**config.mk**
```make
export PLATFORM = sky130hd
export DESIGN_NAME = escfg_regs
export DESIGN_NICKNAME = d
export VERILOG_FILES = /design/src/escfg_pkg.sv /design/src/escfg_rate_select.sv /design/src/escfg_regs.sv
export VERILOG_INCLUDE_DIRS = /design/src /design/src/src
export SDC_FILE = /design/constraint.sdc
export NUM_CORES = 1
export LEC_CHECK = 0
export BUFFER_PORTS_ARGS = -buffer_cell sky130_fd_sc_hd__buf_2
export CAP_MARGIN = 20
export CORE_MARGIN = 2
export CORE_UTILIZATION = 57
export DETAILED_ROUTE_END_ITERATION = 8
export PLACE_DENSITY = 0.8
export RECOVER_POWER = 50
export REMOVE_ABC_BUFFERS = 1
export SLEW_MARGIN = 15
export SYNTH_ARGS = -nofsm -noshare
export SYNTH_HDL_FRONTEND = slang
export SYNTH_SLANG_ARGS = --single-unit
```
**constraint.sdc**
```tcl
create_clock -name mclk -period 2.3 [get_ports mclk]
set_input_delay 0.23 -clock mclk [delete_from_list [all_inputs] [get_ports mclk]]
set_output_delay 0.23 -clock mclk [all_outputs]
set_load 0.02 [all_outputs]
```
**src/escfg_cfg.svh**
```systemverilog
`ifndef ESCFG_CFG_SVH
`define ESCFG_CFG_SVH
// word indices; byte address is four times the index
`define ESC_IDX_GEN_CTRL    7'h52
`define ESC_IDX_RSVD53      7'h53
`define ESC_IDX_TIME_UPPER  7'h54
`define ESC_IDX_TIME_LOWER  7'h55
`define ESC_IDX_ERR_THRESH  7'h56
`define ESC_IDX_SLICE_INIT  7'h57
`define ESC_IDX_RSVD58      7'h58
`define ESC_IDX_RSVD59      7'h59
`define ESC_IDX_PHASE_RANGE 7'h5A
`define ESC_IDX_STEP_VSTART 7'h5B
`define ESC_IDX_VLIMIT      7'h5C
`define ESC_IDX_SCAN_CTRL   7'h5D
`define ESC_IDX_RATE_STATUS 7'h5E
// reset values
`define ESC_RST_GEN_CTRL    16'h0106
`define ESC_RST_ZERO        16'h0000
`define ESC_RST_TIME_LOWER  16'h0064
`define ESC_RST_ERR_THRESH  16'h0064
`define ESC_RST_SLICE_INIT  16'h8002
`define ESC_RST_RSVD58      16'hD982
`define ESC_RST_RSVD59      16'h0100
`define ESC_RST_PHASE_RANGE 16'h007F
`define ESC_RST_STEP_VSTART 16'h0100
`define ESC_RST_VLIMIT      16'hFF01
`define ESC_RST_RATE        3'h6
`define ESC_RST_SLICE       8'h80
`define ESC_RST_PSTART      7'h00
`define ESC_RST_PSTOP       7'h7F
`define ESC_RST_PSTEP       7'h01
`define ESC_RST_VSTART      7'h00
`define ESC_RST_VLIMIT_F    8'hFF
// field positions
`define ESC_F_RATE          2:0
`define ESC_F_CLKSRC        7:6
`define ESC_F_SLICE         15:8
`define ESC_B_INIT          2
`define ESC_F_PSTART        14:8
`define ESC_F_PSTOP         6:0
`define ESC_F_PSTEP         14:8
`define ESC_F_VSTART        6:0
`define ESC_F_VLIMIT        15:8
`define ESC_B_SHAPE         8
`define ESC_B_POWER         1
`define ESC_B_START         0
`define ESC_CLKSRC_RECOV    2'h3
`define ESC_TIME_SHIFT      1
`endif

```
**src/escfg_pkg.sv**
```systemverilog
package escfg_pkg;
  typedef logic [15:0] escfg_word_t;
  typedef enum logic [2:0] {
    ESCFG_RATE_RSVD0, ESCFG_RATE_MADI, ESCFG_RATE_SD, ESCFG_RATE_HD,
    ESCFG_RATE_3G, ESCFG_RATE_RSVD5, ESCFG_RATE_RSVD6, ESCFG_RATE_RSVD7
  } escfg_rate_e;
  typedef enum {ESCFG_IDLE, ESCFG_BUSY, ESCFG_DONE} escfg_scan_e;
endpackage

```
**src/escfg_rate_select.sv**
```systemverilog
`timescale 1ns/1ps
`include "escfg_cfg.svh"
// picks the rate the pattern generator actually runs at
module escfg_rate_select
  import escfg_pkg::*;
(
  // configuration
  input  wire logic [1:0] clockSource,
  input  wire logic [2:0] rateField,
  // recovery loop
  input  wire logic [2:0] cdrRate,
  // result
  output logic [2:0]      effRate
);
  // recovered clock source ignores the rate field
  always_comb begin
    if (clockSource == `ESC_CLKSRC_RECOV) begin
      effRate = cdrRate;
    end else begin
      effRate = rateField;
    end
  end
endmodule

```
**src/escfg_regs.sv**
```systemverilog
// Chosen here: register access over Avalon-MM.
`timescale 1ns/1ps
`include "escfg_cfg.svh"
module escfg_regs
  import escfg_pkg::*;
#(
  parameter int AW = 9
)(
  // clock and reset
  input  wire logic          mclk,
  input  wire logic          resetn,
  // avalon-mm slave
  input  wire logic [AW-1:0] address,
  input  wire logic          read,
  input  wire logic          write,
  input  wire logic [31:0]   writedata,
  input  wire logic [3:0]    byteenable,
  output logic [31:0]        readdata,
  output logic               waitrequest,
  output logic [1:0]         response,
  // recovery loop and scanner hooks
  input  wire logic [2:0]    cdrRate,
  input  wire logic          scanDone,
  // configuration held for the scanner
  output logic [31:0]        pointTime_ff,
  output logic [31:0]        pointBudget_ff,
  output logic [15:0]        errorThresh_ff,
  output logic [7:0]         sliceLevel_ff,
  output logic [6:0]         phaseBegin_ff,
  output logic [6:0]         phaseLimit_ff,
  output logic [6:0]         phaseStep_ff,
  output logic [6:0]         voltageBegin_ff,
  output logic [7:0]         voltageLimit_ff,
  output logic               shapeMode_ff,
  output logic               scanActive_ff,
  output logic               scannerInit_ff,
  output logic               scannerPower_ff,
  // pattern generator
  output logic [2:0]         patternRate_ff
);
  // live register words
  escfg_word_t genCtrl_ff, timeUpper_ff, timeLower_ff, errThresh_ff, sliceInit_ff;
  escfg_word_t rsvd53_ff, rsvd58_ff, rsvd59_ff, phaseRange_ff, stepVstart_ff;
  escfg_word_t vLimit_ff, scanCtrl_ff;
  escfg_scan_e scanState_ff;
  logic [2:0]  effRate;
  logic [1:0]  phase_ff;
  logic [6:0]  wordIdx;
  logic        hit;
  logic        ackWr;
  logic [15:0] wmask;
  escfg_word_t rdWord;
  escfg_word_t nxt_rd;

  assign wordIdx = address[AW-1:2];
  assign wmask = {{8{byteenable[1]}}, {8{byteenable[0]}}};

  // one wait state: phase 0 asserts wait, phase 1 completes
  always_ff @(posedge mclk) begin
    if (!resetn) begin
      phase_ff <= 2'h0;
    end else if ((read || write) && phase_ff == 2'h0) begin
      phase_ff <= 2'h1;
    end else begin
      phase_ff <= 2'h0;
    end
  end

  assign ackWr = write && phase_ff == 2'h1;

  // waitrequest is registered: low only in the completing cycle
  always_ff @(posedge mclk) begin
    if (!resetn) begin
      waitrequest <= 1'b1;
    end else begin
      waitrequest <= !((read || write) && phase_ff == 2'h0);
    end
  end

  // address decode into a word
  always_comb begin
    hit = 1'b1;
    nxt_rd = `ESC_RST_ZERO;
    case (wordIdx)
      `ESC_IDX_GEN_CTRL:    nxt_rd = genCtrl_ff;
      `ESC_IDX_RSVD53:      nxt_rd = rsvd53_ff;
      `ESC_IDX_TIME_UPPER:  nxt_rd = timeUpper_ff;
      `ESC_IDX_TIME_LOWER:  nxt_rd = timeLower_ff;
      `ESC_IDX_ERR_THRESH:  nxt_rd = errThresh_ff;
      `ESC_IDX_SLICE_INIT:  nxt_rd = sliceInit_ff;
      `ESC_IDX_RSVD58:      nxt_rd = rsvd58_ff;
      `ESC_IDX_RSVD59:      nxt_rd = rsvd59_ff;
      `ESC_IDX_PHASE_RANGE: nxt_rd = phaseRange_ff;
      `ESC_IDX_STEP_VSTART: nxt_rd = stepVstart_ff;
      `ESC_IDX_VLIMIT:      nxt_rd = vLimit_ff;
      `ESC_IDX_SCAN_CTRL:   nxt_rd = {scanCtrl_ff[15:3], scanActive_ff, scanCtrl_ff[1:0]};
      `ESC_IDX_RATE_STATUS: nxt_rd = {13'h0000, effRate};
      default:              hit = 1'b0;
    endcase
    rdWord = nxt_rd;
  end

  // read data and response launched with the waitrequest drop
  always_ff @(posedge mclk) begin
    if (!resetn) begin
      readdata <= 32'h0000_0000;
      response <= 2'h0;
    end else if ((read || write) && phase_ff == 2'h0) begin
      readdata <= {16'h0000, read ? rdWord : 16'h0000};
      response <= hit ? 2'h0 : 2'h3; // unmapped answers decode error
    end
  end

  // software-writable words, byte enables honoured
  function automatic escfg_word_t merge(input escfg_word_t old, input escfg_word_t nw, input escfg_word_t m);
    merge = (old & ~m) | (nw & m);
  endfunction

  // generator control: rate field, clock source and the rest of the word
  always_ff @(posedge mclk) begin
    if (!resetn) begin
      genCtrl_ff <= `ESC_RST_GEN_CTRL;
    end else if (ackWr && wordIdx == `ESC_IDX_GEN_CTRL) begin
      genCtrl_ff <= merge(genCtrl_ff, writedata[15:0], wmask);
    end
  end

  // reserved word kept as plain storage so software reads back what it wrote
  always_ff @(posedge mclk) begin
    if (!resetn) begin
      rsvd53_ff <= `ESC_RST_ZERO;
    end else if (ackWr && wordIdx == `ESC_IDX_RSVD53) begin
      rsvd53_ff <= merge(rsvd53_ff, writedata[15:0], wmask);
    end
  end

  // upper half of the point time
  always_ff @(posedge mclk) begin
    if (!resetn) begin
      timeUpper_ff <= `ESC_RST_ZERO;
    end else if (ackWr && wordIdx == `ESC_IDX_TIME_UPPER) begin
      timeUpper_ff <= merge(timeUpper_ff, writedata[15:0], wmask);
    end
  end

  // lower half of the point time; halves may be written apart, the snapshot joins them
  always_ff @(posedge mclk) begin
    if (!resetn) begin
      timeLower_ff <= `ESC_RST_TIME_LOWER;
    end else if (ackWr && wordIdx == `ESC_IDX_TIME_LOWER) begin
      timeLower_ff <= merge(timeLower_ff, writedata[15:0], wmask);
    end
  end

  // error threshold for shape scans
  always_ff @(posedge mclk) begin
    if (!resetn) begin
      errThresh_ff <= `ESC_RST_ERR_THRESH;
    end else if (ackWr && wordIdx == `ESC_IDX_ERR_THRESH) begin
      errThresh_ff <= merge(errThresh_ff, writedata[15:0], wmask);
    end
  end

  // default slice level and initialization bit
  always_ff @(posedge mclk) begin
    if (!resetn) begin
      sliceInit_ff <= `ESC_RST_SLICE_INIT;
    end else if (ackWr && wordIdx == `ESC_IDX_SLICE_INIT) begin
      sliceInit_ff <= merge(sliceInit_ff, writedata[15:0], wmask);
    end
  end

  // reserved word, plain storage
  always_ff @(posedge mclk) begin
    if (!resetn) begin
      rsvd58_ff <= `ESC_RST_RSVD58;
    end else if (ackWr && wordIdx == `ESC_IDX_RSVD58) begin
      rsvd58_ff <= merge(rsvd58_ff, writedata[15:0], wmask);
    end
  end

  // reserved word, plain storage
  always_ff @(posedge mclk) begin
    if (!resetn) begin
      rsvd59_ff <= `ESC_RST_RSVD59;
    end else if (ackWr && wordIdx == `ESC_IDX_RSVD59) begin
      rsvd59_ff <= merge(rsvd59_ff, writedata[15:0], wmask);
    end
  end

  // phase start and stop; range checks are left to software
  always_ff @(posedge mclk) begin
    if (!resetn) begin
      phaseRange_ff <= `ESC_RST_PHASE_RANGE;
    end else if (ackWr && wordIdx == `ESC_IDX_PHASE_RANGE) begin
      phaseRange_ff <= merge(phaseRange_ff, writedata[15:0], wmask);
    end
  end

  // phase step and voltage start
  always_ff @(posedge mclk) begin
    if (!resetn) begin
      stepVstart_ff <= `ESC_RST_STEP_VSTART;
    end else if (ackWr && wordIdx == `ESC_IDX_STEP_VSTART) begin
      stepVstart_ff <= merge(stepVstart_ff, writedata[15:0], wmask);
    end
  end

  // voltage limit word
  always_ff @(posedge mclk) begin
    if (!resetn) begin
      vLimit_ff <= `ESC_RST_VLIMIT;
    end else if (ackWr && wordIdx == `ESC_IDX_VLIMIT) begin
      vLimit_ff <= merge(vLimit_ff, writedata[15:0], wmask);
    end
  end

  // scan control; the rate status word has no storage, so writes to it fall through
  always_ff @(posedge mclk) begin
    if (!resetn) begin
      scanCtrl_ff <= `ESC_RST_ZERO;
    end else if (ackWr && wordIdx == `ESC_IDX_SCAN_CTRL) begin
      scanCtrl_ff <= merge(scanCtrl_ff, writedata[15:0], wmask);
    end
  end

  // effective generator rate
  escfg_rate_select i_escfg_rate_select (
    .clockSource (genCtrl_ff[`ESC_F_CLKSRC]),
    .rateField   (genCtrl_ff[`ESC_F_RATE]),
    .cdrRate     (cdrRate),
    .effRate     (effRate)
  );

  always_ff @(posedge mclk) begin
    if (!resetn) begin
      patternRate_ff <= `ESC_RST_RATE;
    end else begin
      patternRate_ff <= effRate;
    end
  end

  // static control bits follow their registers
  always_ff @(posedge mclk) begin
    if (!resetn) begin
      scannerInit_ff  <= 1'b0;
      scannerPower_ff <= 1'b0;
    end else begin
      scannerInit_ff  <= sliceInit_ff[`ESC_B_INIT];
      scannerPower_ff <= scanCtrl_ff[`ESC_B_POWER];
    end
  end

  // scan handshake: start level begins, done ends, start low rearms
  always_ff @(posedge mclk) begin
    if (!resetn) begin
      scanState_ff  <= ESCFG_IDLE;
      scanActive_ff <= 1'b0;
    end else begin
      case (scanState_ff)
        ESCFG_IDLE: begin
          if (scanCtrl_ff[`ESC_B_START]) begin
            scanState_ff  <= ESCFG_BUSY;
            scanActive_ff <= 1'b1;
          end
        end
        ESCFG_BUSY: begin
          if (scanDone) begin
            scanState_ff  <= ESCFG_DONE;
            scanActive_ff <= 1'b0;
          end
        end
        ESCFG_DONE: begin
          if (!scanCtrl_ff[`ESC_B_START]) begin
            scanState_ff <= ESCFG_IDLE;
          end
        end
        default: scanState_ff <= ESCFG_IDLE;
      endcase
    end
  end

  // snapshot when a scan starts so mid-scan writes cannot tear it
  always_ff @(posedge mclk) begin
    if (!resetn) begin
      pointTime_ff    <= {`ESC_RST_ZERO, `ESC_RST_TIME_LOWER};
      pointBudget_ff  <= {`ESC_RST_ZERO, `ESC_RST_TIME_LOWER} << `ESC_TIME_SHIFT;
      errorThresh_ff  <= `ESC_RST_ERR_THRESH;
      sliceLevel_ff   <= `ESC_RST_SLICE;
      phaseBegin_ff   <= `ESC_RST_PSTART;
      phaseLimit_ff   <= `ESC_RST_PSTOP;
      phaseStep_ff    <= `ESC_RST_PSTEP;
      voltageBegin_ff <= `ESC_RST_VSTART;
      voltageLimit_ff <= `ESC_RST_VLIMIT_F;
      shapeMode_ff    <= 1'b0;
    end else if (scanState_ff == ESCFG_IDLE && scanCtrl_ff[`ESC_B_START]) begin
      pointTime_ff    <= {timeUpper_ff, timeLower_ff};
      pointBudget_ff  <= {timeUpper_ff, timeLower_ff} << `ESC_TIME_SHIFT;
      errorThresh_ff  <= errThresh_ff;
      sliceLevel_ff   <= sliceInit_ff[`ESC_F_SLICE];
      phaseBegin_ff   <= phaseRange_ff[`ESC_F_PSTART];
      phaseLimit_ff   <= phaseRange_ff[`ESC_F_PSTOP];
      phaseStep_ff    <= stepVstart_ff[`ESC_F_PSTEP];
      voltageBegin_ff <= stepVstart_ff[`ESC_F_VSTART];
      voltageLimit_ff <= vLimit_ff[`ESC_F_VLIMIT];
      shapeMode_ff    <= scanCtrl_ff[`ESC_B_SHAPE];
    end
  end
endmodule
```
==> qor.yml, run 1 <==
synth_warnings: 0
core_mm2: 0.02361
ys_ff_latch: 311
post-route-util: 0.6717
wire_per_inst_um: 19.98
drt.antenna.violating_nets: 0
grt_pass1_vias: 11320
max_freq_mhz: 502.5
cts_tree: "done"
synth_top_area_frac: 0.4505
area_delta_synth_final_pct: 14.78
synth_top_cell_by_area: "dfxtp_1"
status: "complete, but fails checks"
dp_hpwl_mm: 28.17
yosysSeqAreaShare: 0.4505
drt-initial-drc-count: 1415
crit_path_max_fanout: 89
h-tree-depth: 1
path_clk_slew_ns: 0.06
syn_area_mm2: 0.01382
synthArstFlopShare: 0
drive_above_1_share: 0.1055
vias_per_cell: 5.915
synth.area.top_cells: "dfxtp_1 45%, nand2_1 10%, a21boi_0 9.2%"
ys.flop_type: "dfxtp_1"
grt_pass1_wl_mm: 64.29
whs_path_depth: 3
critPathLaunchType: "register"
irDropWorstVdd_mv: 0.6260
critPathRequiredTime_ns: 2.76
clock_latency_ns: 0.56
ys_types: 61
gp_congestion: 0.9515
max-cap-violations: 1
hold_class: "in -> reg"
preCtsSetupSlack_ns: 0.2356
port_buffers: 181
synth-edff-count: 0
nFillCells: 2045
arrival_ns: 2.45
setup_slack_ns: 0.3098
clkSinkCount: 311
numCtsBuffers: 31
cts_setup_buffers: 0
worst_slew_pin_slew_ns: 1.994
cts.repair.resized: 0
synth_most_common_cell: "nand2_1"
drcViolationCount: 0
syn_inst: 1625
finalHoldViolations: 0
p_leak_nw: 5.555
violations: "max-capacitance violations, max-slew violations"
power_density_mw_per_mm2: 714.1
antenna_found_initial: 3
rows: 56
cp-end-kind: "register"
grtUsageTotal: 0.3138
clockRootBuffer: "clkbuf_16"
rsz0062_at_grt: "false"
dr.pass1.iters: 7
grt_remaining_overflow: 0
grt_max_degree: 175
die_height_um: 159.7
dieWidth_um: 159.7
yosys-top-cells-count: "381 x nand2_1, 311 x dfxtp_1, 170 x a21boi_0"
max_slew_margin: -0.3292
period_minus_slack_ns: 1.990
hold_path_startpoint: "scanDone"
syn_avg_cell_area_um2: 8.504
setup_viol: 0
die-area_mm2: 0.02551
boundaryPins: 219
timing.final.crit_share: 0.8653
layout.nets: 1803
fin_skew_ns: 0.01298
finalWirelength_mm: 41.82
critPathKind: "reg -> reg"
reg2reg_depth: 4
cts.path.max_buffers: 3
start_util: 0.5853
cts.hold.buffers_added: 2
vias: 12380
slew_viol_final: 119
logic make-up (layout without fill, tap and decap cells):
group / Yosys count / after routing / synth area share
simple gates: 627 / 627 / 0.2074
compound gates: 392 / 392 / 0.1988
flops: 311 / 311 / 0.4505
buf+inv: 197 / 328 / 0.06990
mux: 97 / 97 / 0.07306
other cells: 1 / 19 / 0.0002714
routing by layer:
metal	global-route usage	up-vias	part of all wire
met3	0.05169	91	0.092
met5	0	-	0
met4	0.1029	0	0.028
met2	0.4833	592	0.44
met1	0.4495	5900	0.44
li1	-	5797	-
metrics by stage:
| step | instances | total power, mW | hold WS, ns | TNS (ns) | instance area, um^2 |
|---|---|---|---|---|---|
| after floorplan | 1455 | 5.721 | 0.2919 | -38.01 | 12950 |
| after global placement | 2034 | 6.077 | 0.4472 | 0 | 14980 |
| after detailed placement | 2034 | 6.078 | 0.4504 | 0 | 14980 |
| after CTS | 2091 | 11.34 | 0.003881 | 0 | 16070 |
| after global routing | 2093 | 11.60 | 0.006468 | 0 | 15860 |
| final | 2093 | 11.33 | 0.01440 | 0 | 15860 |
layout by cell type, fill, tap and decap left out, types with 15 or more instances in the layout:
master     synthesis  layout
a21boi_0         170     170
a21oi_1           24      24
a22oi_1           15      15
buf_2             19      31
buf_4             52      69
clkbuf_1         107     157
clkbuf_16          0      31
conb_1             1      17
dfxtp_1          311     311
mux2i_1           84      84
nand2_1          381     381
nand3_1          104     103
nor2_1            27      27
nor2b_1           59      59
o21ai_0           86      86
worst max-delay path, cell delays in order (launching register included):
cell,delay (ns)
dfxtp_1,0.50
and3_2,0.22
clkbuf_4,0.74
nand2_1,0.11
a21boi_0,0.24
power by group:
| part | internal [mW] | switching [mW] |
|---|---|---|
| Combinational | 0.181 | 0.400 |
| Sequential | 5.39 | 0.00684 |
| Clock | 3.21 | 2.13 |
| Total | 8.79 | 2.54 |
worst paths after layout:
check,endpoint,slack [ns]
worst max-delay path,phaseBegin_ff[1],0.31
worst min register to register,phaseStep_ff[1],0.46
worst max register to register,phaseBegin_ff[1],0.31
worst min-delay path,scanState_ff[0],0.01
layout make-up:
type | count | area (um^2) | area share
timing repair buffer | 262 | 1396 | 0.08803
clock buffer | 42 | 877.1 | 0.05530
multi-input combinational | 1133 | 6719 | 0.4236
inverter | 11 | 41.29 | 0.002603
sequential | 311 | 6226 | 0.3925
antenna | 2 | 5.005 | 0.0003155
tap | 319 | 399.1 | 0.02516
clock inverter | 13 | 197.7 | 0.01246
(Power assumes the default switching activity.)
==> run 2: changes to the inputs <==
--- a/config.mk
+++ b/config.mk
@@ -10,6 +10,7 @@
 export CAP_MARGIN = 20
 export CORE_MARGIN = 2
 export CORE_UTILIZATION = 57
+export CTS_BUF_LIST = sky130_fd_sc_hd__clkbuf_16
 export DETAILED_ROUTE_END_ITERATION = 8
 export PLACE_DENSITY = 0.8
 export RECOVER_POWER = 50
==> run 2 against run 1 <==
Against the previous run:
- highest routed layer unchanged
- clock-buffer cell count fell by 11
- die area is the same
- via count grew 0.25%
- sequential share of layout area increased by 0.15 points
- critical path depth stayed put
- non-clock buffer count did not move
- setup slack worse by 0.015 ns
- worst hold slack got worse by 0.0031 ns
- critical path type unchanged
- the flow still finishes with violations (max-capacitance violations, max-slew violations)
- routed wire length increased by 0.32%
- sequential power is essentially flat
- largest power group unchanged
==> qor.yml, run 2 (synthesis results as in run 1) <==
layout.nets: 1803
clock_latency_ns: 0.56
irDropWorstVdd_mv: 0.6151
gp_congestion: 0.9515
dr.pass1.iters: 5
worst_slew_pin_slew_ns: 1.997
design_area_mm2: 0.01580
cp_slowest_cell: "clkbuf_4"
die-area_mm2: 0.02551
cpLargestDelayFamily: "buffers and inverters"
area_delta_synth_final_pct: 14.34
grt_pass1_wl_mm: 64.19
hold_class: "in -> reg"
numCtsBuffers: 31
critPathRequiredTime_ns: 2.76
arrival_ns: 2.47
max-cap-violations: 1
boundaryPins: 219
power_density_mw_per_mm2: 703.2
wire_per_inst_um: 20.04
grt_max_degree: 175
mostFrequentLayoutCells: "381 x nand2_1, 311 x dfxtp_1, 170 x a21boi_0"
final_common_cell: "nand2_1"
cts_setup_buffers: 0
crit_path_max_fanout: 89
critPathLaunchType: "register"
cts_tree: "done"
port_buffers: 181
clockRootBuffer: "clkbuf_16"
dp_hpwl_mm: 28.17
drt-initial-drc-count: 1331
max_slew_margin: -0.3316
critPathKind: "reg -> reg"
nFillCells: 2054
cts.repair.resized: 0
grtUsageTotal: 0.3132
timing.final.crit_share: 0.8720
die_height_um: 159.7
slew_viol_final: 119
core_mm2: 0.02361
drive_above_1_share: 0.1021
finalPower_mw: 11.11
dieWidth_um: 159.7
finalHoldViolations: 0
status: "complete, but fails checks"
grt_remaining_overflow: 0
path_cells: "and3_2 > clkbuf_4 > nand2_1 > a21boi_0"
h-tree-depth: 1
p_leak_nw: 5.542
cts.path.max_buffers: 3
dpl-instance-area_mm2: 0.01498
setup_viol: 0
rows: 56
period_minus_slack_ns: 2.006
cp.buffers_inverters: 1
rsz0062_at_grt: "false"
drt.antenna.violating_nets: 0
slowest_delay_ns: 0.75
violations: "max-capacitance violations, max-slew violations"
vias: 12410
start_util: 0.5853
clkSinkCount: 311
finalWirelength_mm: 41.95
grt_pass1_vias: 11310
cp-end-kind: "register"
path_clk_slew_ns: 0.07
fin_skew_ns: 0.01115
drcViolationCount: 0
vias_per_cell: 5.930
max_freq_mhz: 498.6
antenna_found_initial: 3
## run 2: timing repair
item                                    in CTS  in global routing
endpoints found under the hold margin        2                  0
endpoints found under the setup margin       0                  0
hold buffers                                 2                  0
## run 2: path summary, 6_finish.rpt
| check | startpoint | to | slack [ns] | cells after the start |
|---|---|---|---|---|
| worst min-delay path | scanDone | scanState_ff[0] | 0.01 | 3 |
| worst min register to register | phaseStep_ff[1] | phaseStep_ff[1] | 0.46 | 2 |
| worst max-delay path | register | phaseBegin_ff[1] | 0.29 | 4 |
| worst max register to register | register | phaseBegin_ff[1] | 0.29 | 4 |
## run 2: per-layer routing
layer | vias to the layer above | track usage | share of wire
li1 | 5798 | - | -
met2 | 636 | 0.4795 | 0.44
met5 | - | 0 | 0
met4 | 0 | 0.1033 | 0.029
met3 | 100 | 0.05169 | 0.091
met1 | 5877 | 0.4506 | 0.44
## run 2: through the flow
| stage | utilization | instances | hold slack, ns | TNS, ns | setup WS, ns |
|---|---|---|---|---|---|
| after global routing | 0.6692 | 2093 | 0.006611 | 0 | 0.1588 |
| after detailed placement | 0.6343 | 2034 | 0.4504 | 0 | 0.2356 |
| after global placement | 0.6343 | 2034 | 0.4472 | 0 | 0.2697 |
| after CTS | 0.6781 | 2091 | 0.004387 | 0 | 0.4587 |
| after floorplan | - | 1455 | 0.2919 | -38.01 | -0.4860 |
| final | 0.6692 | 2093 | 0.01129 | 0 | 0.2944 |
## run 2: where the power goes
group,internal [mW],switching [mW]
Clock,2.99,2.14
Combinational,0.181,0.401
Sequential,5.39,0.00665
Total,8.56,2.55
## run 2: cell type report
cell class,count,area (um^2),area share
multi-input cells,1133,6719,0.4252
flip-flops and latches,311,6226,0.3940
repair buffers,262,1396,0.08837
clock buffers,31,775.7,0.04909
well taps,319,399.1,0.02526
clock inverters,24,239.0,0.01512
inverters,11,41.29,0.002613
diodes,2,5.005,0.0003167
## run 2: worst min-delay path: cells and delay by family
kind                   cells  cell delay [ns]
AO/OA/AOI/OAI              1             0.13
AND/OR/NAND/NOR            1             0.07
buffers and inverters      1             0.09
